File: src/hdl/leie_pkg.sv
/*
 * leie_pkg: shared constants of the link error interrupt enable block:
 * register offsets, bit positions of the link error sources, writable
 * masks and reset values.
 * Assumes a 32-bit register port with byte addresses; every register
 * takes one aligned word.
 */
package leie_pkg;

    localparam int unsigned DATA_W = 32;
    localparam int unsigned ADDR_W = 8;

    // register byte offsets
    localparam logic [ADDR_W-1:0] OFF_STATUS      = 8'hC4;
    localparam logic [ADDR_W-1:0] OFF_STATUS_EN   = 8'hC8;
    localparam logic [ADDR_W-1:0] OFF_SIGNAL_EN   = 8'hCC;
    localparam logic [ADDR_W-1:0] OFF_PENDING     = 8'hD0;
    localparam logic [ADDR_W-1:0] OFF_OVERRUN     = 8'hD4;

    // link error source bit positions
    localparam int unsigned BIT_HEADER        = 0;
    localparam int unsigned BIT_RES_PACKET    = 1;
    localparam int unsigned BIT_RETRY_EXPIRED = 2;
    localparam int unsigned BIT_CRC           = 3;
    localparam int unsigned BIT_FRAMING       = 4;
    localparam int unsigned BIT_TRANSACTION_ID = 5;
    localparam int unsigned BIT_UNRECOVERABLE = 7;
    localparam int unsigned BIT_END_BUSY      = 8;
    localparam int unsigned BIT_DESCRIPTOR_DMA = 15;
    localparam int unsigned BIT_CMD_RES_TMO   = 16;
    localparam int unsigned BIT_DEADLOCK_TMO  = 17;
    localparam int unsigned VENDOR_LSB        = 27;
    localparam int unsigned VENDOR_MSB        = 31;

    // implemented bits: 31-27, 17-15, 8-7, 5-0; bits 26-18, 14-9, 6 reserved
    localparam logic [DATA_W-1:0] MASK_IMPL     = 32'hF803_81BF;
    localparam logic [DATA_W-1:0] MASK_VENDOR   = 32'hF800_0000;

    localparam logic [DATA_W-1:0] RST_STATUS    = 32'h0000_0000;
    localparam logic [DATA_W-1:0] RST_STATUS_EN = 32'h0000_0000;
    localparam logic [DATA_W-1:0] RST_SIGNAL_EN = 32'h0000_0000;
    localparam logic [DATA_W-1:0] RD_UNMAPPED   = 32'h0000_0000;

    // register identity of a decoded access
    typedef enum logic [2:0] {
        LEIE_REG_NONE,
        LEIE_REG_STATUS,
        LEIE_REG_STATUS_EN,
        LEIE_REG_SIGNAL_EN,
        LEIE_REG_PENDING,
        LEIE_REG_OVERRUN
    } leie_reg_t;

endpackage : leie_pkg

File: src/hdl/leie_sticky.sv
/*
 * leie_sticky: vector of sticky error flags. A flag sets on an event
 * pulse when its latch enable is 1, and clears on a clear request.
 * Assumes events and clears are one-cycle pulses on the same clock.
 */
module leie_sticky (
    input  wire logic                        clock,
    input  wire logic                        rst,
    input  wire logic [leie_pkg::DATA_W-1:0] event_pulse,
    input  wire logic [leie_pkg::DATA_W-1:0] latch_en,
    input  wire logic                        clear,
    output logic      [leie_pkg::DATA_W-1:0] flags_nxt,
    output logic      [leie_pkg::DATA_W-1:0] flags
);

    logic [leie_pkg::DATA_W-1:0] set_bits;
    logic [leie_pkg::DATA_W-1:0] kept_bits;

    // reserved positions never latch
    assign set_bits  = event_pulse & latch_en & leie_pkg::MASK_IMPL;
    assign kept_bits = clear ? '0 : flags;
    // a set in the clearing cycle survives the clear
    assign flags_nxt = kept_bits | set_bits;

    always_ff @(posedge clock) begin
        if (rst) begin
            flags <= leie_pkg::RST_STATUS;
        end else begin
            flags <= flags_nxt;
        end
    end

endmodule : leie_sticky

File: src/hdl/leie_top.sv
/*
 * leie_top: link error interrupt enable block. Gates detected link
 * errors into a sticky status register and gates the status onto one
 * level interrupt output.
 * Assumes link error detectors give one-cycle pulses on the same clock,
 * and a register master with single-cycle strobes, read data one cycle
 * after the read strobe.
 */
// Added by the designer: the strobed register port.
// Summary of operation
// - framing error latches into status only while status-enable bit 4 is 1
// - CRC error latches into status only while status-enable bit 3 is 1
// - header error latches into status only while status-enable bit 0 is 1
// - retry-expired flag sets only while status-enable bit 2 is 1
// - transaction id bit 5 and response packet bit 1 gate status; read-write
// - 32-bit read-write signal enable register at offset 0xCC, 1 enables; here only implemented bits are writable, bits 26-18, 14-9, 6 read 0
// - signal-enable bits 31 to 27 individually enable vendor error bits
// - deadlock timeout status raises interrupt only when signal-enable bit 17 is 1
// - command response timeout raises interrupt only when signal-enable bit 16 is 1
// - dma error bit 15, end busy bit 8, unrecoverable bit 7; 14-9, 6 reserved
// - every signal-enable bit gates interrupt when its status bit is set
module leie_top (
    input  wire logic                        clock,
    input  wire logic                        rst,
    // register port
    input  wire logic [leie_pkg::ADDR_W-1:0] reg_addr,
    input  wire logic [leie_pkg::DATA_W-1:0] reg_wdata,
    input  wire logic                        reg_write,
    input  wire logic                        reg_read,
    output logic      [leie_pkg::DATA_W-1:0] reg_rdata,
    // link error detector pulses, one bit per status position
    input  wire logic [leie_pkg::DATA_W-1:0] link_error_pulse,
    // interrupt to the host controller
    output logic                             link_error_irq
);

    // decode of a register address
    function automatic leie_pkg::leie_reg_t decode(
        input logic [leie_pkg::ADDR_W-1:0] addr
    );
        leie_pkg::leie_reg_t sel;
        sel = leie_pkg::LEIE_REG_NONE;
        if (addr == leie_pkg::OFF_STATUS) begin
            sel = leie_pkg::LEIE_REG_STATUS;
        end else if (addr == leie_pkg::OFF_STATUS_EN) begin
            sel = leie_pkg::LEIE_REG_STATUS_EN;
        end else if (addr == leie_pkg::OFF_SIGNAL_EN) begin
            sel = leie_pkg::LEIE_REG_SIGNAL_EN;
        end else if (addr == leie_pkg::OFF_PENDING) begin
            sel = leie_pkg::LEIE_REG_PENDING;
        end else if (addr == leie_pkg::OFF_OVERRUN) begin
            sel = leie_pkg::LEIE_REG_OVERRUN;
        end
        return sel;
    endfunction : decode

    // writable view of a data word: reserved bits forced to zero
    function automatic logic [leie_pkg::DATA_W-1:0] impl_bits(
        input logic [leie_pkg::DATA_W-1:0] value
    );
        return value & leie_pkg::MASK_IMPL;
    endfunction : impl_bits

    leie_pkg::leie_reg_t         wr_sel;
    leie_pkg::leie_reg_t         rd_sel;
    logic                        wr_status_en;
    logic                        wr_signal_en;
    logic                        rd_status;
    logic                        rd_overrun;

    logic [leie_pkg::DATA_W-1:0] status_en_r;
    logic [leie_pkg::DATA_W-1:0] status_en_nxt;
    logic [leie_pkg::DATA_W-1:0] signal_en_r;
    logic [leie_pkg::DATA_W-1:0] signal_en_nxt;
    logic [leie_pkg::DATA_W-1:0] status_q;
    logic [leie_pkg::DATA_W-1:0] status_nxt;
    logic [leie_pkg::DATA_W-1:0] overrun_q;
    logic [leie_pkg::DATA_W-1:0] overrun_nxt;
    logic [leie_pkg::DATA_W-1:0] overrun_ev;
    logic [leie_pkg::DATA_W-1:0] pending;
    logic [leie_pkg::DATA_W-1:0] pending_nxt;
    logic [leie_pkg::DATA_W-1:0] rdata_nxt;
    logic                        irq_nxt;
    logic                        link_error_irq_r;
    logic [leie_pkg::DATA_W-1:0] reg_rdata_r;

    assign wr_sel = reg_write ? decode(reg_addr) : leie_pkg::LEIE_REG_NONE;
    assign rd_sel = reg_read  ? decode(reg_addr) : leie_pkg::LEIE_REG_NONE;

    assign wr_status_en = (wr_sel == leie_pkg::LEIE_REG_STATUS_EN);
    assign wr_signal_en = (wr_sel == leie_pkg::LEIE_REG_SIGNAL_EN);
    assign rd_status    = (rd_sel == leie_pkg::LEIE_REG_STATUS);
    assign rd_overrun   = (rd_sel == leie_pkg::LEIE_REG_OVERRUN);

    // both enable registers are read-write on implemented bits only
    assign status_en_nxt = wr_status_en ? impl_bits(reg_wdata) : status_en_r;
    assign signal_en_nxt = wr_signal_en ? impl_bits(reg_wdata) : signal_en_r;

    always_ff @(posedge clock) begin
        if (rst) begin
            status_en_r <= leie_pkg::RST_STATUS_EN;
            signal_en_r <= leie_pkg::RST_SIGNAL_EN;
        end else begin
            status_en_r <= status_en_nxt;
            signal_en_r <= signal_en_nxt;
        end
    end

    // status: a detected error latches only where its status enable is 1;
    // a read of the status register clears it, but a coincident event wins
    leie_sticky u_status (
        .clock       (clock),
        .rst         (rst),
        .event_pulse (link_error_pulse),
        .latch_en    (status_en_r),
        .clear       (rd_status),
        .flags_nxt   (status_nxt),
        .flags       (status_q)
    );

    // overrun: an enabled error arrived while its status bit was still set
    assign overrun_ev = status_q & ~({leie_pkg::DATA_W{rd_status}});

    leie_sticky u_overrun (
        .clock       (clock),
        .rst         (rst),
        .event_pulse (link_error_pulse & overrun_ev),
        .latch_en    (status_en_r),
        .clear       (rd_overrun),
        .flags_nxt   (overrun_nxt),
        .flags       (overrun_q)
    );

    // per-bit signal gating; vendor, timeout, dma, end busy and
    // unrecoverable bits follow the same per-bit rule
    assign pending     = status_q & signal_en_r;
    assign pending_nxt = status_nxt & signal_en_nxt;

    // registered from next values so the output tracks the registers
    assign irq_nxt = |pending_nxt;

    // read data, reserved bits zero, unmapped addresses zero
    assign rdata_nxt =
        (rd_sel == leie_pkg::LEIE_REG_STATUS)    ? impl_bits(status_q)    :
        (rd_sel == leie_pkg::LEIE_REG_STATUS_EN) ? impl_bits(status_en_r) :
        (rd_sel == leie_pkg::LEIE_REG_SIGNAL_EN) ? impl_bits(signal_en_r) :
        (rd_sel == leie_pkg::LEIE_REG_PENDING)   ? impl_bits(pending)     :
        (rd_sel == leie_pkg::LEIE_REG_OVERRUN)   ? impl_bits(overrun_q)   :
        leie_pkg::RD_UNMAPPED;

    always_ff @(posedge clock) begin
        if (rst) begin
            reg_rdata_r      <= leie_pkg::RD_UNMAPPED;
            link_error_irq_r <= 1'b0;
        end else begin
            reg_rdata_r      <= rdata_nxt;
            link_error_irq_r <= irq_nxt;
        end
    end

    assign reg_rdata      = reg_rdata_r;
    assign link_error_irq = link_error_irq_r;

endmodule : leie_top

File: config.mk
export PLATFORM = sky130hd
export DESIGN_NAME = leie_top
export DESIGN_NICKNAME = d
export VERILOG_FILES = /design/src/hdl/leie_pkg.sv /design/src/hdl/leie_sticky.sv /design/src/hdl/leie_top.sv
export SDC_FILE = /design/constraint.sdc
export NUM_CORES = 1
export LEC_CHECK = 0
export ABC_AREA = 1
export ABC_CLOCK_PERIOD_IN_PS = 4100
export BUFFER_PORTS_ARGS = -buffer_cell sky130_fd_sc_hd__buf_2
export CAP_MARGIN = 0
export CELL_PAD_IN_SITES_DETAIL_PLACEMENT = 1
export CELL_PAD_IN_SITES_GLOBAL_PLACEMENT = 1
export CORE_MARGIN = 4
export CORE_UTILIZATION = 43
export CTS_BUF_LIST = sky130_fd_sc_hd__clkbuf_8
export DETAILED_ROUTE_END_ITERATION = 10
export GPL_TIMING_DRIVEN = 0
export HOLD_SLACK_MARGIN = 0.12
export PLACE_DENSITY = 0.95
export SKIP_LAST_GASP = 1
export SLEW_MARGIN = 20
export SYNTH_ARGS = -nofsm -noshare
export SYNTH_HDL_FRONTEND = slang
export SYNTH_SLANG_ARGS = --single-unit
File: constraint.sdc
create_clock -name clock -period 4.1 [get_ports clock]
set_input_delay 0.205 -clock clock [delete_from_list [all_inputs] [get_ports clock]]
set_output_delay 0.205 -clock clock [all_outputs]
set_load 0.005 [all_outputs]
### After elaboration in Yosys (flattened, before gate mapping)

Index checks and enable logic that the tools add are counted.

* flip-flop bits (word level): 145
* bits of input ports: 76
* output and inout bits: 33
* logic and storage cells: 45

* equal/unequal tests: 12
* muxes and demuxes: 15
* bitwise operators: 9
* reductions and logical operators: 2

Operator list (count)
* 2-to-1 mux 32 bit: 8
* AND 32 bit: 6
* OR 32 bit: 2
* equality test 8 bit (second input constant): 5
* NOT 32 bit: 1
* OR reduction 32 bit: 1
* 2-to-1 mux 3 bit: 7
* equality test 3 x 2 -> 1 bit (second input constant): 4
* equality test 3 bit (second input constant): 2
* OR reduction 5 bit: 1
* equality test 3 x 1 -> 1 bit (second input constant): 1

### Logic depth before layout (Yosys ltp)

* depth after elaboration: 13
* depth in mapped cells: 16
* depth with buffers taken out: 15

### Cells and area by module

Synthesis repeated with hierarchy kept, for this count alone.

* cells, all modules: 851
* area total of the unflattened synthesis: 6098.3 µm²

By module, submodules not included
* leie_top: instances 1, cells an instance 545, area an instance 3560.9 µm², sequential area each 1301.2 µm²
* leie_sticky: instances 2, cells an instance 153, area an instance 1268.7 µm², sequential area each 640.6 µm²

### Worst setup path after synthesis

OpenSTA, ideal clock, no wires.

* path kind: in2reg
* start point: input reg_addr[0] (netlist bit)
* end point: register link_error_irq_r (netlist: link_error_irq)
* library setup time: 0.130 ns
* arrival time: 1.453 ns
* required time: 3.970 ns
* path slack: 2.517 ns
* cell stages on the path: 16
* buffers on the path: 2
* path through: inv_1 -> nand2_1 -> nor2_1 -> nand2_1 -> nand3_2 -> buf_6 -> nand2_4 -> buf_6 -> nand2_1 -> nand2_1 -> nand2_1 -> nand2_1 -> nor2_1 -> nand2_1 -> nor2_1 -> a21oi_2

* word-level cells in the longest chain between the ends: 12
* elaborated cells between the ends (all ways): 19
* those cells by class: 7 x eq/ne; 9 x mux; 2 x bitwise; 1 x reduce/logical

Ends and longest elaborated chain
* start, declared: line leie_top.sv:26 `input wire logic [leie_pkg::ADDR_W-1:0] reg_addr,`
* equality test 8 bit: line leie_top.sv:51 `end else if (addr == leie_pkg::OFF_OVERRUN) begin`
* 2-to-1 mux 3 bit: line leie_top.sv:51
* 2-to-1 mux 3 bit: line leie_top.sv:49 `end else if (addr == leie_pkg::OFF_PENDING) begin`
* 2-to-1 mux 3 bit: line leie_top.sv:47 `end else if (addr == leie_pkg::OFF_SIGNAL_EN) begin`
* 2-to-1 mux 3 bit: line leie_top.sv:45 `end else if (addr == leie_pkg::OFF_STATUS_EN) begin`
* 2-to-1 mux 3 bit (*): line leie_top.sv:43 `if (addr == leie_pkg::OFF_STATUS) begin`
* 2-to-1 mux 3 bit: line leie_top.sv:88 `assign rd_sel = reg_read ? decode(reg_addr) : leie_pkg::LEIE_REG_NONE;`
* equality test 3 x 1 -> 1 bit: line leie_top.sv:92 `assign rd_status = (rd_sel == leie_pkg::LEIE_REG_STATUS);`
* 2-to-1 mux 32 bit: line leie_sticky.sv:21 `assign kept_bits = clear ? '0 : flags;`
* OR 32 bit: line leie_sticky.sv:23 `assign flags_nxt = kept_bits | set_bits;`
* AND 32 bit (*): line leie_top.sv:137 `assign pending_nxt = status_nxt & signal_en_nxt;`
* OR reduction 32 bit (*): line leie_top.sv:140 `assign irq_nxt = |pending_nxt;`
* end signal, assigned: line leie_top.sv:157 `link_error_irq_r <= irq_nxt;`
* end, declared: line leie_top.sv:84 `logic link_error_irq_r;`

Mark *: on every way between the ends. The rest lies on a longest branch, timed or not.
A chain may end at the register's enable or synchronous reset.

### Final worst setup path

* start point: input reg_addr[1] (netlist bit)
* end point: register link_error_irq_r (netlist: link_error_irq)

Same word-level chain as after synthesis.

==> impl_metrics.csv <==
group,metric,value,unit
clock_tree,clk_transition_reported_paths,0.08,ns
worst_hold_path,min_from,"reg_write",
critical_path,critical_path.endpoint_type,"flop",
clock_tree,tritoncts.num_buffers,17,
timing,layout_worst_path_cycle_share,0.4580,
run_status,run_status,"finished clean",
logic_synthesis,post_synth_mux_area_share,0,
pwr,total_leakage_power,0.002831,µW
timing,max_clock_freq,532.5,MHz
floorplan,rows,38,
global_route,grt_pass1_vias,5616,
global_route,grt_start_max_net_pins,17,
critical_path,rrSetupSlack,2.76,ns
logic_synthesis,syn-cell-area,4848,µm²
logic_synthesis,yosys_warnings,0,
worst_hold_path,holdPathEnd,"signal_en_r[8]",
final_layout,count_of_filler_cells_inserted_in_the_layout,1452,
logic_synthesis,synth_area_per_cell,7.099,µm²
timing,finalSetupTns,0,ns
logic_synthesis,synth_top_family_by_area,"simple AND/OR/NAND/NOR gates",
logic_synthesis,main_area_contributors_after_synthesis,"sky130_fd_sc_hd__dfxtp_1 (47%), sky130_fd_sc_hd__nand2_1 (18%), sky130_fd_sc_hd__a21oi_1 (6.5%)",
pwr,power.share.sequential,0.490,
timing,final-max-slew-violation-count,0,
clock_tree,tritoncts_clock_tree,"done",
timing,finClkSkew,0.009853,ns
critical_path,rr_startpoint,"signal_en_r[7]",
floorplan,fp.dieArea,13040,µm²
placed_design,placement.io_buffers,59,
global_route,initial_antenna_violation_count,0,
global_route,grt_first_pass_wirelength,28830,µm
pwr,reported_net_switching_power,532.7,µW
routing,routedWlPerCell,18.80,µm
floorplan,design.core.area,10940,µm²
routing,drc,0,
pwr,irDropWorstVdd,0.5361,mV
timing,worst_pin_slew,0.7787,ns
critical_path,cp_max_fo,10,
clock_tree,ctsHtreeMaxLevel,4,
global_route,total_track_usage,0.2889,
routing,first_iter_violations,437,
pwr,p_clk_frac,0.458,
pwr,cellInternalPower,1714,µW
run,maxCapViolations,0,
clock_tree,cts.sinks,113,
final_layout,postLayoutCoreUtil,0.5554,
floorplan,num_io_pins,109,
critical_path,crit_path_required_time,4.41,ns
logic_synthesis,yosysSeqAreaShare,0.4666,
final_layout,antenna_cells_inserted,0,
timing,report.final.setup_viol,0,
routing,postRouteWirelength,18050,µm
global_route,globalRoute.totalOverflow,0,
clock_tree,clock_tree.buffer_depth,2,
logic_synthesis,synth-simple-area-share,0.3257,
placed_design,post-dp-hpwl,11460,µm
critical_path,rr_worst_depth,8,
critical_path,worstSetupPathType,"in2reg",
routing,detailed_route_via_count,5297,
critical_path,critPathArrivalTime,2.19,ns
logic_synthesis,synth_most_common_cell,"sky130_fd_sc_hd__nand2_1",
logic_synthesis,synthDominantAreaCellType,"sky130_fd_sc_hd__dfxtp_1",
routing,antenna_violating_nets_post_route,0,
timing,post-route-min-period,1.878,ns
clock_tree,cts-root-buf,"sky130_fd_sc_hd__clkbuf_8",
final_layout,area.growth.synth_to_final,25.26,%
critical_path,worst_setup_path_start_kind,"primary input",
logic_synthesis,ys_ff_latch,113,
worst_hold_path,worst_hold_path.num_cells,5,
logic_synthesis,cells_after_synth,683,
floorplan,die_w,114.2,µm
logic_synthesis,synth_enable_flop_cells,0,
routing,detail_route.first_pass.iterations,5,
pwr,pwr_dens,369.9,nW/µm²
final_layout,final_layout_size_suffix_gt1_frac,0.1671,
pwr,comb_power_share,0.053,
timing,slew_headroom,0.4809,
final_layout,final_nets,884,
logic_synthesis,post-synth-top-area-fraction,0.4666,
logic_synthesis,synth_flop_cell,"sky130_fd_sc_hd__dfxtp_1",
worst_hold_path,hp-class,"in2reg",
critical_path,regToRegEndpoint,"link_error_irq",
floorplan,die-height,114.2,µm
logic_synthesis,synth-xor-area-share,0,
logic_synthesis,yosys.area_share.adder,0,
logic_synthesis,synth-compound-area-share,0.1254,
timing,grt_setup_unrepaired,"false",
placed_design,gp_routability_congestion,0.8830,
clock_tree,cts.repair_timing.setup_buffer_count,0,
pwr,switching_power_share_of_the_total,0.2371,
logic_synthesis,synth-async-reset-ratio,0,
floorplan,start_util,0.4434,
logic_synthesis,synth.top_cells.by_count,"sky130_fd_sc_hd__nand2_1 (238), sky130_fd_sc_hd__dfxtp_1 (113), sky130_fd_sc_hd__nor2_1 (83)",
clock_tree,clkLatencyLatePin,0.46,ns
timing,report.final.hold_viol_count,0,
routing,vias_per_cell,5.518,
logic_synthesis,yosys.cell_types.count,26,
-- metal layers --
| layer | part of all wire | vias up | global-route usage |
|---|---|---|---|
| met5 | 0 | - | 0 |
| met1 | 0.38 | 2563 | 0.3252 |
| met2 | 0.51 | 212 | 0.5016 |
| li1 | - | 2445 | - |
| met3 | 0.067 | 77 | 0.07347 |
| met4 | 0.044 | 0 | 0.1512 |
-- registers in the layout, summed over array words and instances, names as in the netlist --
register         count
signal_en_r         32
u_status.flags      32
reg_rdata           16
status_en_r         16
u_overrun.flags     16
link_error_irq       1
-- how the worst max path moves through the flow --
stage,start,end,cells after the start
5_1_grt,reg_addr[1],link_error_irq,16
6_report,reg_addr[1],link_error_irq,16
3_3_place_gp,reg_addr[0],status_en_r[5],13
3_5_place_dp,reg_addr[1],status_en_r[5],13
2_1_floorplan,reg_addr[0],link_error_irq,16
4_1_cts,reg_addr[1],status_en_r[5],13
-- metrics by stage --
stage | cells | instance area [µm²] | total power [µW] | hold WS [ns] | worst slack (ns)
CTS | 960 | 6073 | 2238 | 0.1992 | 2.307
global placement | 897 | 5375 | 1212 | 0.4268 | 1.993
detailed placement | 897 | 5375 | 1215 | 0.4302 | 1.847
finish | 960 | 6073 | 2247 | 0.2045 | 2.222
global route | 960 | 6073 | 2312 | 0.2115 | 2.064
floorplan | 698 | 4905 | 1170 | 0.3481 | 2.517
-- critical path: stages --
cell,delay [ns]
sky130_fd_sc_hd__buf_2,0.09
sky130_fd_sc_hd__inv_1,0.05
sky130_fd_sc_hd__nand2_1,0.12
sky130_fd_sc_hd__nor2_2,0.17
sky130_fd_sc_hd__nand2_1,0.15
sky130_fd_sc_hd__nor2_4,0.19
sky130_fd_sc_hd__nand2_2,0.09
sky130_fd_sc_hd__buf_2,0.22
sky130_fd_sc_hd__nand2_1,0.14
sky130_fd_sc_hd__nand2_1,0.07
sky130_fd_sc_hd__nand2_1,0.09
sky130_fd_sc_hd__nand2_1,0.08
sky130_fd_sc_hd__nor2_1,0.15
sky130_fd_sc_hd__nand2_1,0.12
sky130_fd_sc_hd__nor2_1,0.15
sky130_fd_sc_hd__a21oi_2,0.09
-- power by group through the flow --
stage | Clock [µW] | Combinational (µW) | Sequential [µW]
after floorplan | 0 | 45.9 | 1120
after global placement | 0 | 87.6 | 1120
after detailed placement | 0 | 90.3 | 1120
after CTS | 1020 | 115 | 1100
after global routing | 1080 | 129 | 1100
final | 1030 | 119 | 1100
-- layout by cell type, fill, tap and decap left out, types with 3 or more instances in the layout --
cell	instances
sky130_fd_sc_hd__inv_2	5
sky130_fd_sc_hd__inv_1	20
sky130_fd_sc_hd__a22o_1	7
sky130_fd_sc_hd__o21ai_0	28
sky130_fd_sc_hd__clkinv_2	4
sky130_fd_sc_hd__nand2_1	238
sky130_fd_sc_hd__a21oi_1	63
sky130_fd_sc_hd__dfxtp_1	113
sky130_fd_sc_hd__nor2_1	83
sky130_fd_sc_hd__nand4_1	30
sky130_fd_sc_hd__nand3_1	20
sky130_fd_sc_hd__dlygate4sd3_1	32
sky130_fd_sc_hd__clkbuf_8	23
sky130_fd_sc_hd__conb_1	16
sky130_fd_sc_hd__nor2_4	3
sky130_fd_sc_hd__buf_2	72
sky130_fd_sc_hd__buf_4	18
sky130_fd_sc_hd__buf_1	3
sky130_fd_sc_hd__clkbuf_1	15
sky130_fd_sc_hd__buf_6	4
sky130_fd_sc_hd__o21ai_1	10
-- cells by family (layout without fill, tap and decap cells) --
logic type | Yosys count | after routing
AOI/OAI and AO/OA | 113 | 113
buffers and inverters | 75 | 197
DFF | 113 | 113
other | 1 | 16
and+or+nand+nor | 381 | 381
-- layout make-up --
type / count / area (µm²) / share of cell area
Sequential cell: 113 / 2262 / 0.3725
Multi-Input combinational cell: 510 / 2247 / 0.3700
Timing Repair Buffer: 91 / 615.6 / 0.1014
Inverter: 22 / 82.58 / 0.01360
Tap cell: 140 / 175.2 / 0.02884
Buffer: 53 / 312.8 / 0.05150
Clock buffer: 23 / 316.6 / 0.05212
Clock inverter: 8 / 61.31 / 0.01009
-- repair_timing --
item / in CTS / in global routing
gates resized for setup: 0 / 0
hold buffers: 32 / 0
hold endpoints to repair: 60 / 0
No activity file was read; power rests on OpenSTA's default activity.
